`src/inc/clbs_pkg.sv`:
```
// Constants and types shared by the local bus cycle sequencer.
package clbs_pkg;

  // ****************************************
  // Cycle type codes (bit2, bit1, bit0)
  // ****************************************
  localparam logic [2:0] CC_INTACK = 3'h0;
  localparam logic [2:0] CC_IO_RD = 3'h1;
  localparam logic [2:0] CC_IO_WR = 3'h2;
  localparam logic [2:0] CC_HALT = 3'h3;
  localparam logic [2:0] CC_FETCH = 3'h4;
  localparam logic [2:0] CC_MEM_RD = 3'h5;
  localparam logic [2:0] CC_MEM_WR = 3'h6;
  localparam logic [2:0] CC_PASSIVE = 3'h7;
  localparam int CC_MEM_BIT = 2;

  // ****************************************
  // Segment codes (high, low)
  // ****************************************
  localparam logic [1:0] SEG_EXTRA = 2'h0;
  localparam logic [1:0] SEG_STACK = 2'h1;
  localparam logic [1:0] SEG_CODE = 2'h2;
  localparam logic [1:0] SEG_DATA = 2'h3;

  // ****************************************
  // Status field positions on the upper pins
  // ****************************************
  localparam int ST_SEG_LO = 0;
  localparam int ST_SEG_HI = 1;
  localparam int ST_IE = 2;
  localparam int ST_ZERO = 3;
  localparam logic ST_SPARE_VAL = 1'b0;

  // ****************************************
  // Addresses, vectors and timing
  // ****************************************
  localparam logic [19:0] BOOT_ADDR = 20'hF_FFF0;
  localparam logic [7:0] NMI_TYPE = 8'h02;
  localparam int VEC_SHIFT = 2;
  localparam logic [3:0] IO_UPPER = 4'h0;
  localparam logic [2:0] INIT_CLOCKS = 3'h7;
  localparam logic [1:0] NMI_HOLD_CLOCKS = 2'h2;
  localparam int SYNC_W = 20;

  typedef enum logic [2:0] {
    ST_INIT, ST_IDLE, ST_T1, ST_T2, ST_T3, ST_TW, ST_T4
  } clbs_state_t;

endpackage : clbs_pkg

```
`src/verilog/clbs_seq.sv`:
```
// Local bus cycle sequencer with reset entry and non-maskable interrupt latching.
//
// The placing of the registers and the address-and-strobe port were chosen for this implementation.
`timescale 1ns/100ps
module clbs_seq
  import clbs_pkg::*;
(
  // Clock and reset
  input wire logic clk,
  input wire logic resetn,
  // Device pins
  input wire logic cpu_reset,
  input wire logic config_strap,
  input wire logic nmi_pin,
  input wire logic ready_pin,
  input wire logic [15:0] ad_i,
  output logic [15:0] ad_o,
  output logic ad_oe,
  output logic [3:0] addr_hi_o,
  output logic high_byte_enable_n,
  output logic ale_o,
  output logic [2:0] cycle_code_o,
  // Core request side
  input wire logic req,
  input wire logic [2:0] req_code,
  input wire logic [19:0] req_addr,
  input wire logic [1:0] req_seg,
  input wire logic req_word,
  input wire logic req_direct,
  input wire logic [15:0] req_wdata,
  input wire logic int_enable,
  output logic req_busy_o,
  output logic done_o,
  output logic [15:0] rdata_o,
  output logic boot_done_o,
  // Interrupt side
  input wire logic instr_end,
  input wire logic maskable_request,
  input wire logic int_return_instr,
  input wire logic [15:0] flags_word,
  input wire logic [15:0] code_seg,
  input wire logic [15:0] instr_pointer,
  output logic nmi_pending_o,
  output logic int_take_o,
  output logic maskable_request_grant_o,
  output logic [7:0] int_type_o,
  output logic [19:0] vec_addr_o,
  output logic restore_o,
  output logic [15:0] saved_flags_o,
  output logic [15:0] saved_cs_o,
  output logic [15:0] saved_ip_o
);

  // ****************************************
  // Pin synchronisers
  // ****************************************
  logic [SYNC_W-1:0] sync1_r;
  logic [SYNC_W-1:0] sync2_r;
  logic rst_s;
  logic strap_s;
  logic nmi_s;
  logic rdy_s;
  logic [15:0] ad_s;

  always_ff @(posedge clk or negedge resetn) begin
    if (!resetn) begin
      sync1_r <= '0;
      sync2_r <= '0;
    end else begin
      sync1_r <= {cpu_reset, config_strap, nmi_pin, ready_pin, ad_i};
      sync2_r <= sync1_r;
    end
  end

  assign {rst_s, strap_s, nmi_s, rdy_s, ad_s} = sync2_r;

  // ****************************************
  // Cycle sequencer
  // ****************************************
  clbs_state_t state_r;
  clbs_state_t state_nxt;
  logic [2:0] init_cnt_r;
  logic pend_r;
  logic [2:0] cyc_code_r;
  logic [19:0] cyc_addr_r;
  logic [1:0] cyc_seg_r;
  logic cyc_word_r;
  logic cyc_ie_r;
  logic [15:0] cyc_wdata_r;
  logic accept;
  logic is_io;
  logic cyc_wr;
  logic in_status;

  assign accept = req && !pend_r && boot_done_o && !rst_s;
  assign is_io = !req_code[CC_MEM_BIT];
  assign cyc_wr = (cyc_code_r == CC_IO_WR) || (cyc_code_r == CC_MEM_WR);

  always_comb begin
    state_nxt = state_r;
    if (rst_s) begin
      state_nxt = ST_INIT;
    end else begin
      unique case (state_r)
        ST_INIT: begin
          if (init_cnt_r == 3'h1) begin
            state_nxt = ST_IDLE;
          end
        end
        ST_IDLE: begin
          if (pend_r) begin
            state_nxt = ST_T1;
          end
        end
        ST_T1: state_nxt = ST_T2;
        ST_T2: state_nxt = ST_T3;
        ST_T3, ST_TW: state_nxt = rdy_s ? ST_T4 : ST_TW;
        ST_T4: state_nxt = ST_IDLE;
      endcase
    end
  end

  always_ff @(posedge clk or negedge resetn) begin
    if (!resetn) begin
      state_r <= ST_INIT;
    end else begin
      state_r <= state_nxt;
    end
  end

  always_ff @(posedge clk or negedge resetn) begin
    if (!resetn) begin
      init_cnt_r <= INIT_CLOCKS;
      boot_done_o <= 1'b0;
    end else if (rst_s) begin
      init_cnt_r <= INIT_CLOCKS;
      boot_done_o <= 1'b0;
    end else if (state_r == ST_INIT) begin
      init_cnt_r <= init_cnt_r - 3'h1;
      boot_done_o <= (init_cnt_r == 3'h1);
    end
  end

  // The boot fetch is loaded as the init count expires, user requests after that.
  always_ff @(posedge clk or negedge resetn) begin
    if (!resetn) begin
      pend_r <= 1'b0;
      cyc_code_r <= CC_PASSIVE;
      cyc_addr_r <= '0;
      cyc_seg_r <= SEG_CODE;
      cyc_word_r <= 1'b0;
      cyc_ie_r <= 1'b0;
      cyc_wdata_r <= '0;
    end else if (rst_s) begin
      pend_r <= 1'b0;
    end else if (state_r == ST_INIT && init_cnt_r == 3'h1) begin
      pend_r <= 1'b1;
      cyc_code_r <= CC_FETCH;
      cyc_addr_r <= BOOT_ADDR;
      cyc_seg_r <= SEG_CODE;
      cyc_word_r <= 1'b1;
      cyc_ie_r <= 1'b0;
    end else if (accept) begin
      pend_r <= 1'b1;
      cyc_code_r <= req_code;
      cyc_seg_r <= req_seg;
      cyc_word_r <= req_word;
      cyc_ie_r <= int_enable;
      cyc_wdata_r <= req_wdata;
      if (is_io && req_direct) begin
        cyc_addr_r <= {12'h000, req_addr[7:0]};
      end else if (is_io) begin
        cyc_addr_r <= {IO_UPPER, req_addr[15:0]};
      end else begin
        cyc_addr_r <= req_addr;
      end
    end else if (state_r == ST_T4) begin
      pend_r <= 1'b0;
    end
  end

  assign req_busy_o = pend_r;

  // ****************************************
  // Pin drive, registered from the next phase
  // ****************************************
  assign in_status = (state_nxt == ST_T2) || (state_nxt == ST_T3) ||
                     (state_nxt == ST_TW) || (state_nxt == ST_T4);

  always_ff @(posedge clk or negedge resetn) begin
    if (!resetn) begin
      ale_o <= 1'b0;
      cycle_code_o <= CC_PASSIVE;
      addr_hi_o <= '0;
      high_byte_enable_n <= 1'b1;
      ad_o <= '0;
      ad_oe <= 1'b0;
    end else begin
      ale_o <= (state_nxt == ST_T1) && strap_s;
      cycle_code_o <= (in_status && state_nxt != ST_T4) || state_nxt == ST_T1 ?
                      cyc_code_r : CC_PASSIVE;
      ad_oe <= (state_nxt == ST_T1) || (in_status && cyc_wr);
      if (state_nxt == ST_T1) begin
        addr_hi_o <= cyc_addr_r[19:16];
        high_byte_enable_n <= !(cyc_word_r || cyc_addr_r[0]);
        ad_o <= cyc_addr_r[15:0];
      end else if (in_status) begin
        addr_hi_o[ST_SEG_LO] <= cyc_seg_r[0];
        addr_hi_o[ST_SEG_HI] <= cyc_seg_r[1];
        addr_hi_o[ST_IE] <= cyc_ie_r;
        addr_hi_o[ST_ZERO] <= 1'b0;
        high_byte_enable_n <= ST_SPARE_VAL;
        ad_o <= cyc_addr_r[0] ?
                {cyc_wdata_r[7:0], 8'h00} : cyc_wdata_r;
      end else begin
        addr_hi_o <= '0;
        high_byte_enable_n <= 1'b1;
        ad_o <= '0;
      end
    end
  end

  always_ff @(posedge clk or negedge resetn) begin
    if (!resetn) begin
      done_o <= 1'b0;
      rdata_o <= '0;
    end else begin
      done_o <= (state_r == ST_T4) && !rst_s;
      if (state_r == ST_T4 && !cyc_wr) begin
        if (cyc_addr_r[0]) begin
          rdata_o <= {8'h00, ad_s[15:8]};
        end else if (cyc_word_r) begin
          rdata_o <= ad_s;
        end else begin
          rdata_o <= {8'h00, ad_s[7:0]};
        end
      end
    end
  end

  // ****************************************
  // Non-maskable interrupt and vectoring
  // ****************************************
  logic nmi_d_r;
  logic [1:0] hold_cnt_r;
  logic nmi_arm_r;
  logic nmi_edge;
  logic take_nmi;

  assign nmi_edge = nmi_s && !nmi_d_r && nmi_arm_r;
  assign take_nmi = instr_end && nmi_pending_o && !rst_s;

  always_ff @(posedge clk or negedge resetn) begin
    if (!resetn) begin
      nmi_d_r <= 1'b0;
      hold_cnt_r <= '0;
      nmi_arm_r <= 1'b0;
    end else begin
      nmi_d_r <= nmi_s;
      if (rst_s) begin
        hold_cnt_r <= '0;
        nmi_arm_r <= 1'b0;
      end else if (!nmi_arm_r) begin
        hold_cnt_r <= hold_cnt_r + 2'h1;
        nmi_arm_r <= (hold_cnt_r == NMI_HOLD_CLOCKS - 2'h1);
      end
    end
  end

  // A new edge in the cycle of service sets again, so it is not lost.
  always_ff @(posedge clk or negedge resetn) begin
    if (!resetn) begin
      nmi_pending_o <= 1'b0;
    end else if (rst_s) begin
      nmi_pending_o <= 1'b0;
    end else if (nmi_edge) begin
      nmi_pending_o <= 1'b1;
    end else if (take_nmi) begin
      nmi_pending_o <= 1'b0;
    end
  end

  always_ff @(posedge clk or negedge resetn) begin
    if (!resetn) begin
      int_take_o <= 1'b0;
      maskable_request_grant_o <= 1'b0;
      int_type_o <= '0;
      vec_addr_o <= '0;
      restore_o <= 1'b0;
      saved_flags_o <= '0;
      saved_cs_o <= '0;
      saved_ip_o <= '0;
    end else begin
      int_take_o <= take_nmi;
      maskable_request_grant_o <= instr_end && !nmi_pending_o && maskable_request &&
                      int_enable && !rst_s;
      restore_o <= int_return_instr && !rst_s;
      if (take_nmi) begin
        int_type_o <= NMI_TYPE;
        vec_addr_o <= {10'h000, NMI_TYPE, 2'h0};
        saved_flags_o <= flags_word;
        saved_cs_o <= code_seg;
        saved_ip_o <= instr_pointer;
      end
    end
  end
endmodule : clbs_seq

```
`config.mk`:
```
export PLATFORM = sky130hd
export DESIGN_NAME = clbs_seq
export DESIGN_NICKNAME = d
export VERILOG_FILES = /design/src/inc/clbs_pkg.sv /design/src/verilog/clbs_seq.sv
export SDC_FILE = /design/constraint.sdc
export NUM_CORES = 1
export LEC_CHECK = 0
export BUFFER_PORTS_ARGS = -buffer_cell sky130_fd_sc_hd__buf_2
export CAP_MARGIN = 10
export CORE_ASPECT_RATIO = 2
export CORE_MARGIN = 2
export CORE_UTILIZATION = 50
export DETAILED_ROUTE_END_ITERATION = 12
export MAX_ROUTING_LAYER = met4
export PLACE_DENSITY = 0.77
export SLEW_MARGIN = 20
export SYNTH_ARGS = -nofsm -noshare
export SYNTH_HDL_FRONTEND = slang
export SYNTH_SLANG_ARGS = --single-unit
export TNS_END_PERCENT = 5
```
`constraint.sdc`:
```
create_clock -name clk -period 2.4 [get_ports clk]
set_input_delay 0.24 -clock clk [delete_from_list [all_inputs] [get_ports clk]]
set_output_delay 0.24 -clock clk [all_outputs]
set_load 0.02 [all_outputs]
```
==> flow_metrics.tcl <==
set metrics [dict create \
    slew_violations 0 \
    cts_root_buf "clkbuf_16" \
    cts_tree "built" \
    clockBufferDepth 2 \
    clockPowerShare_pct 29.8 \
    start_util_pct 50.7 \
    grt_setup_unrepaired "false" \
    crit_required_ns 2.70 \
    final_cell_mix "215 x buf_2, 180 x dfrtp_1, 67 x nand2_1" \
    grt_pass1_wl_mm 26.1 \
    rows 63 \
    path_clk_slew_ns 0.07 \
    overflow 0 \
    yosys_warnings 0 \
    viasPerCell 5.00 \
    status "finished, final reports clean" \
    layout.nets 960 \
    io_pins 243 \
    sw_frac_of_total_pct 32.1 \
    syn_area_um2 7430 \
    startpoint "init_cnt_r[0]$_DFFE_PN1P_" \
    end_kind "flop" \
    fp.dieH_um 176 \
    dr.pass1.iters 5 \
    cp-start-kind "flop" \
    gp_congestion 0.843 \
    ir_worst_vdd_v 0.000572 \
    net-switching-power_w 0.00304 \
    r2r_start "init_cnt_r[0]$_DFFE_PN1P_" \
    n_antenna_cell 0 \
    p_per_area_nw_per_um2 996 \
    async_reset_ff_share_pct 100 \
    whs_path_depth 3 \
    drt_iter0_markers 236 \
    die_width_um 90.2 \
    clk_latency_ns 0.42 \
    grt_max_degree 65 \
    synth_top_area_share_pct 60.6 \
    finalCriticalPeriod_ns 2.28 \
    wl_per_cell_um 15.4 \
    core_um2 14700 \
    port_buffers 216 \
    area_delta_synth_final_pct 27.7 \
    synth-edff-count 0 \
    clock_sinks 191 \
    r2r_setup_slack_ns 0.12 \
    drt-total-wl_mm 16.2 \
    maxCapViolCount 0 \
    numCtsBuffers 17 \
    dp_cells 992 \
    worstSetupPathType "flop to flop" \
    cp_max_fo 17 \
    final_common_cell "buf_2" \
    reg_top3 "cyc_addr_r x20, sync1_r x20, sync2_r x20" \
    synth_cell_types 50 \
    p_comb_share_pct 25.7 \
    fin_crit_sh_pct 95.1 \
    crit_arrival_ns 2.58 \
    seqPwrFrac_pct 44.5 \
    yosysSeqAreaShare_pct 64.5 \
    netlist_top_cells_area "dfrtp_1 61%, mux2_2 7.3%, dfstp_2 3.9%" \
    hpwlAfterDp_mm 11.5 \
    finalSetupTns_ns 0 \
    drive_above_1_share_pct 39.3 \
    r2r_cells 7 \
    fin_skew_ns 0.0124 \
    grtUsageTotal_pct 21.4 \
    synth_seq_cells 191 \
    p_int_w 0.00641 \
    worst_pin_slew_ns 0.685 \
    power.total_w 0.00945 \
    htreeDepth 4 \
    reg2reg_to "ad_o[11]$_DFF_PN0_" \
    seqCellArea_um2 4790 \
    relSlewSlack_pct 54.3 \
    drc 0 \
    setup.worst_path.end "ad_o[11]$_DFF_PN0_" \
    synth.avg_cell_area_um2 12.3 \
    vias 5234 \
    grt_pass1_vias 5333 \
    die_area_um2 15900 \
    fillerInstances 1175 \
    hp-class "input pin to flop" \
    hold_viol 0 \
    grt_antenna_before_repair 0 \
    fmax_mhz 438 \
    multi_input_area_um2 2300 \
    ant_nets 0 \
    cellLeakagePower_nw 4.73 \
    hold_slack_ns 0.0163 \
    finalSetupViolCount 0 \
    fin_cells 1047 \
    ys.flop_type "dfrtp_1" \
    netlist_instances 602 \
    netlist.top_cell.by_area "dfrtp_1" \
]
cells in the mapped netlist (3+ instances only):
cell and number:
a211o_1 3, a21oi_1 20, a221o_1 9, a22o_1 8, buf_1 6, buf_2 9, buf_4 30, clkbuf_1 12
dfrtp_1 180, dfstp_2 11, ha_1 3, inv_1 16, mux2_2 48, mux2i_1 23, nand2_1 69, nand2b_1 4
nand3_1 12, nand3b_1 3, nand4_1 3, nor2_1 52, nor2b_1 6, nor4_1 8, o21ai_0 16, o221ai_1 3
o22a_1 7, o22ai_1 7, or2_2 4
cell type report:
type                            instances  share of cell area [%]
Timing Repair Buffer                  252                    15.6
Inverter                               19                   0.818
Tap cell                              195                    2.57
Clock inverter                         13                    1.64
Multi-Input combinational cell        358                    24.3
Sequential cell                       191                    50.5
Clock buffer                           19                    4.56
cells by family after synthesis:
kind of cell	share of synthesized area, %
and+or+nand+nor	10.6
xor gates and xnor gates	0.236
muxes	10.6
DFF	64.5
buffers and inverters	5.86
other	0.0505
adders and majority gates	0.505
AOI/OAI and AO/OA	7.66
how the worst min path moves through the flow:
stage,start,to,slack [ns]
6_report,req_wdata[9],cyc_wdata_r[9]$_DFFE_PN0P_,0.02
5_1_grt,req_addr[2],cyc_addr_r[2]$_DFFE_PN0P_,0.008
4_1_cts,req_wdata[9],cyc_wdata_r[9]$_DFFE_PN0P_,0.0001
3_5_place_dp,resetn,sync1_r[18]$_DFF_PN0_,0.26
3_3_place_gp,resetn,sync2_r[18]$_DFF_PN0_,0.26
2_1_floorplan,resetn,ad_o[0]$_DFF_PN0_,-0.06
power by group through the flow:
stage / combinational (W) / clock (W) / sequential (W)
after floorplan: 0.00110 / 0 / 0.00473
after global placement: 0.00232 / 0 / 0.00424
after detailed placement: 0.00240 / 0 / 0.00426
after CTS: 0.00243 / 0.00287 / 0.00421
after global routing: 0.00262 / 0.00301 / 0.00428
final: 0.00243 / 0.00281 / 0.00421
what timing repair did:
item | CTS | global route
endpoints found under the hold margin | 76 | 0
buffers inserted | 0 | 0
resized for setup | 0 | 3
setup endpoints to repair | 0 | 11
hold buffers | 23 | 0
routing by layer:
metal  vias up  track usage [%]  wire [µm]
met4         0             7.69        101
met2       186             33.3       8120
met1      2566             28.5       7060
li1       2474                -          -
met5         -                -          0
met3         8             4.05        889
metrics by stage:
| step | area (µm²) | utilization, % | worst slack [ns] |
|---|---|---|---|
| 2_1_floorplan | 7520 | - | 0.378 |
| 3_3_place_gp | 8660 | 59.1 | 0.151 |
| 3_5_place_dp | 8660 | 59.1 | 0.0684 |
| 4_1_cts | 9480 | 64.6 | 0.0531 |
| 5_1_grt | 9490 | 64.7 | 0.0232 |
| 6_report | 9490 | 64.7 | 0.118 |
critical path, cell delays in order (launching register included):
cell     delay (ns)
dfstp_2        0.55
ha_1           0.16
nor2b_1        0.24
nor2_1         0.09
or3_4          0.46
inv_6          0.19
nor3_4         0.10
a221o_1        0.36
Power figures use the tool's default switching activity.
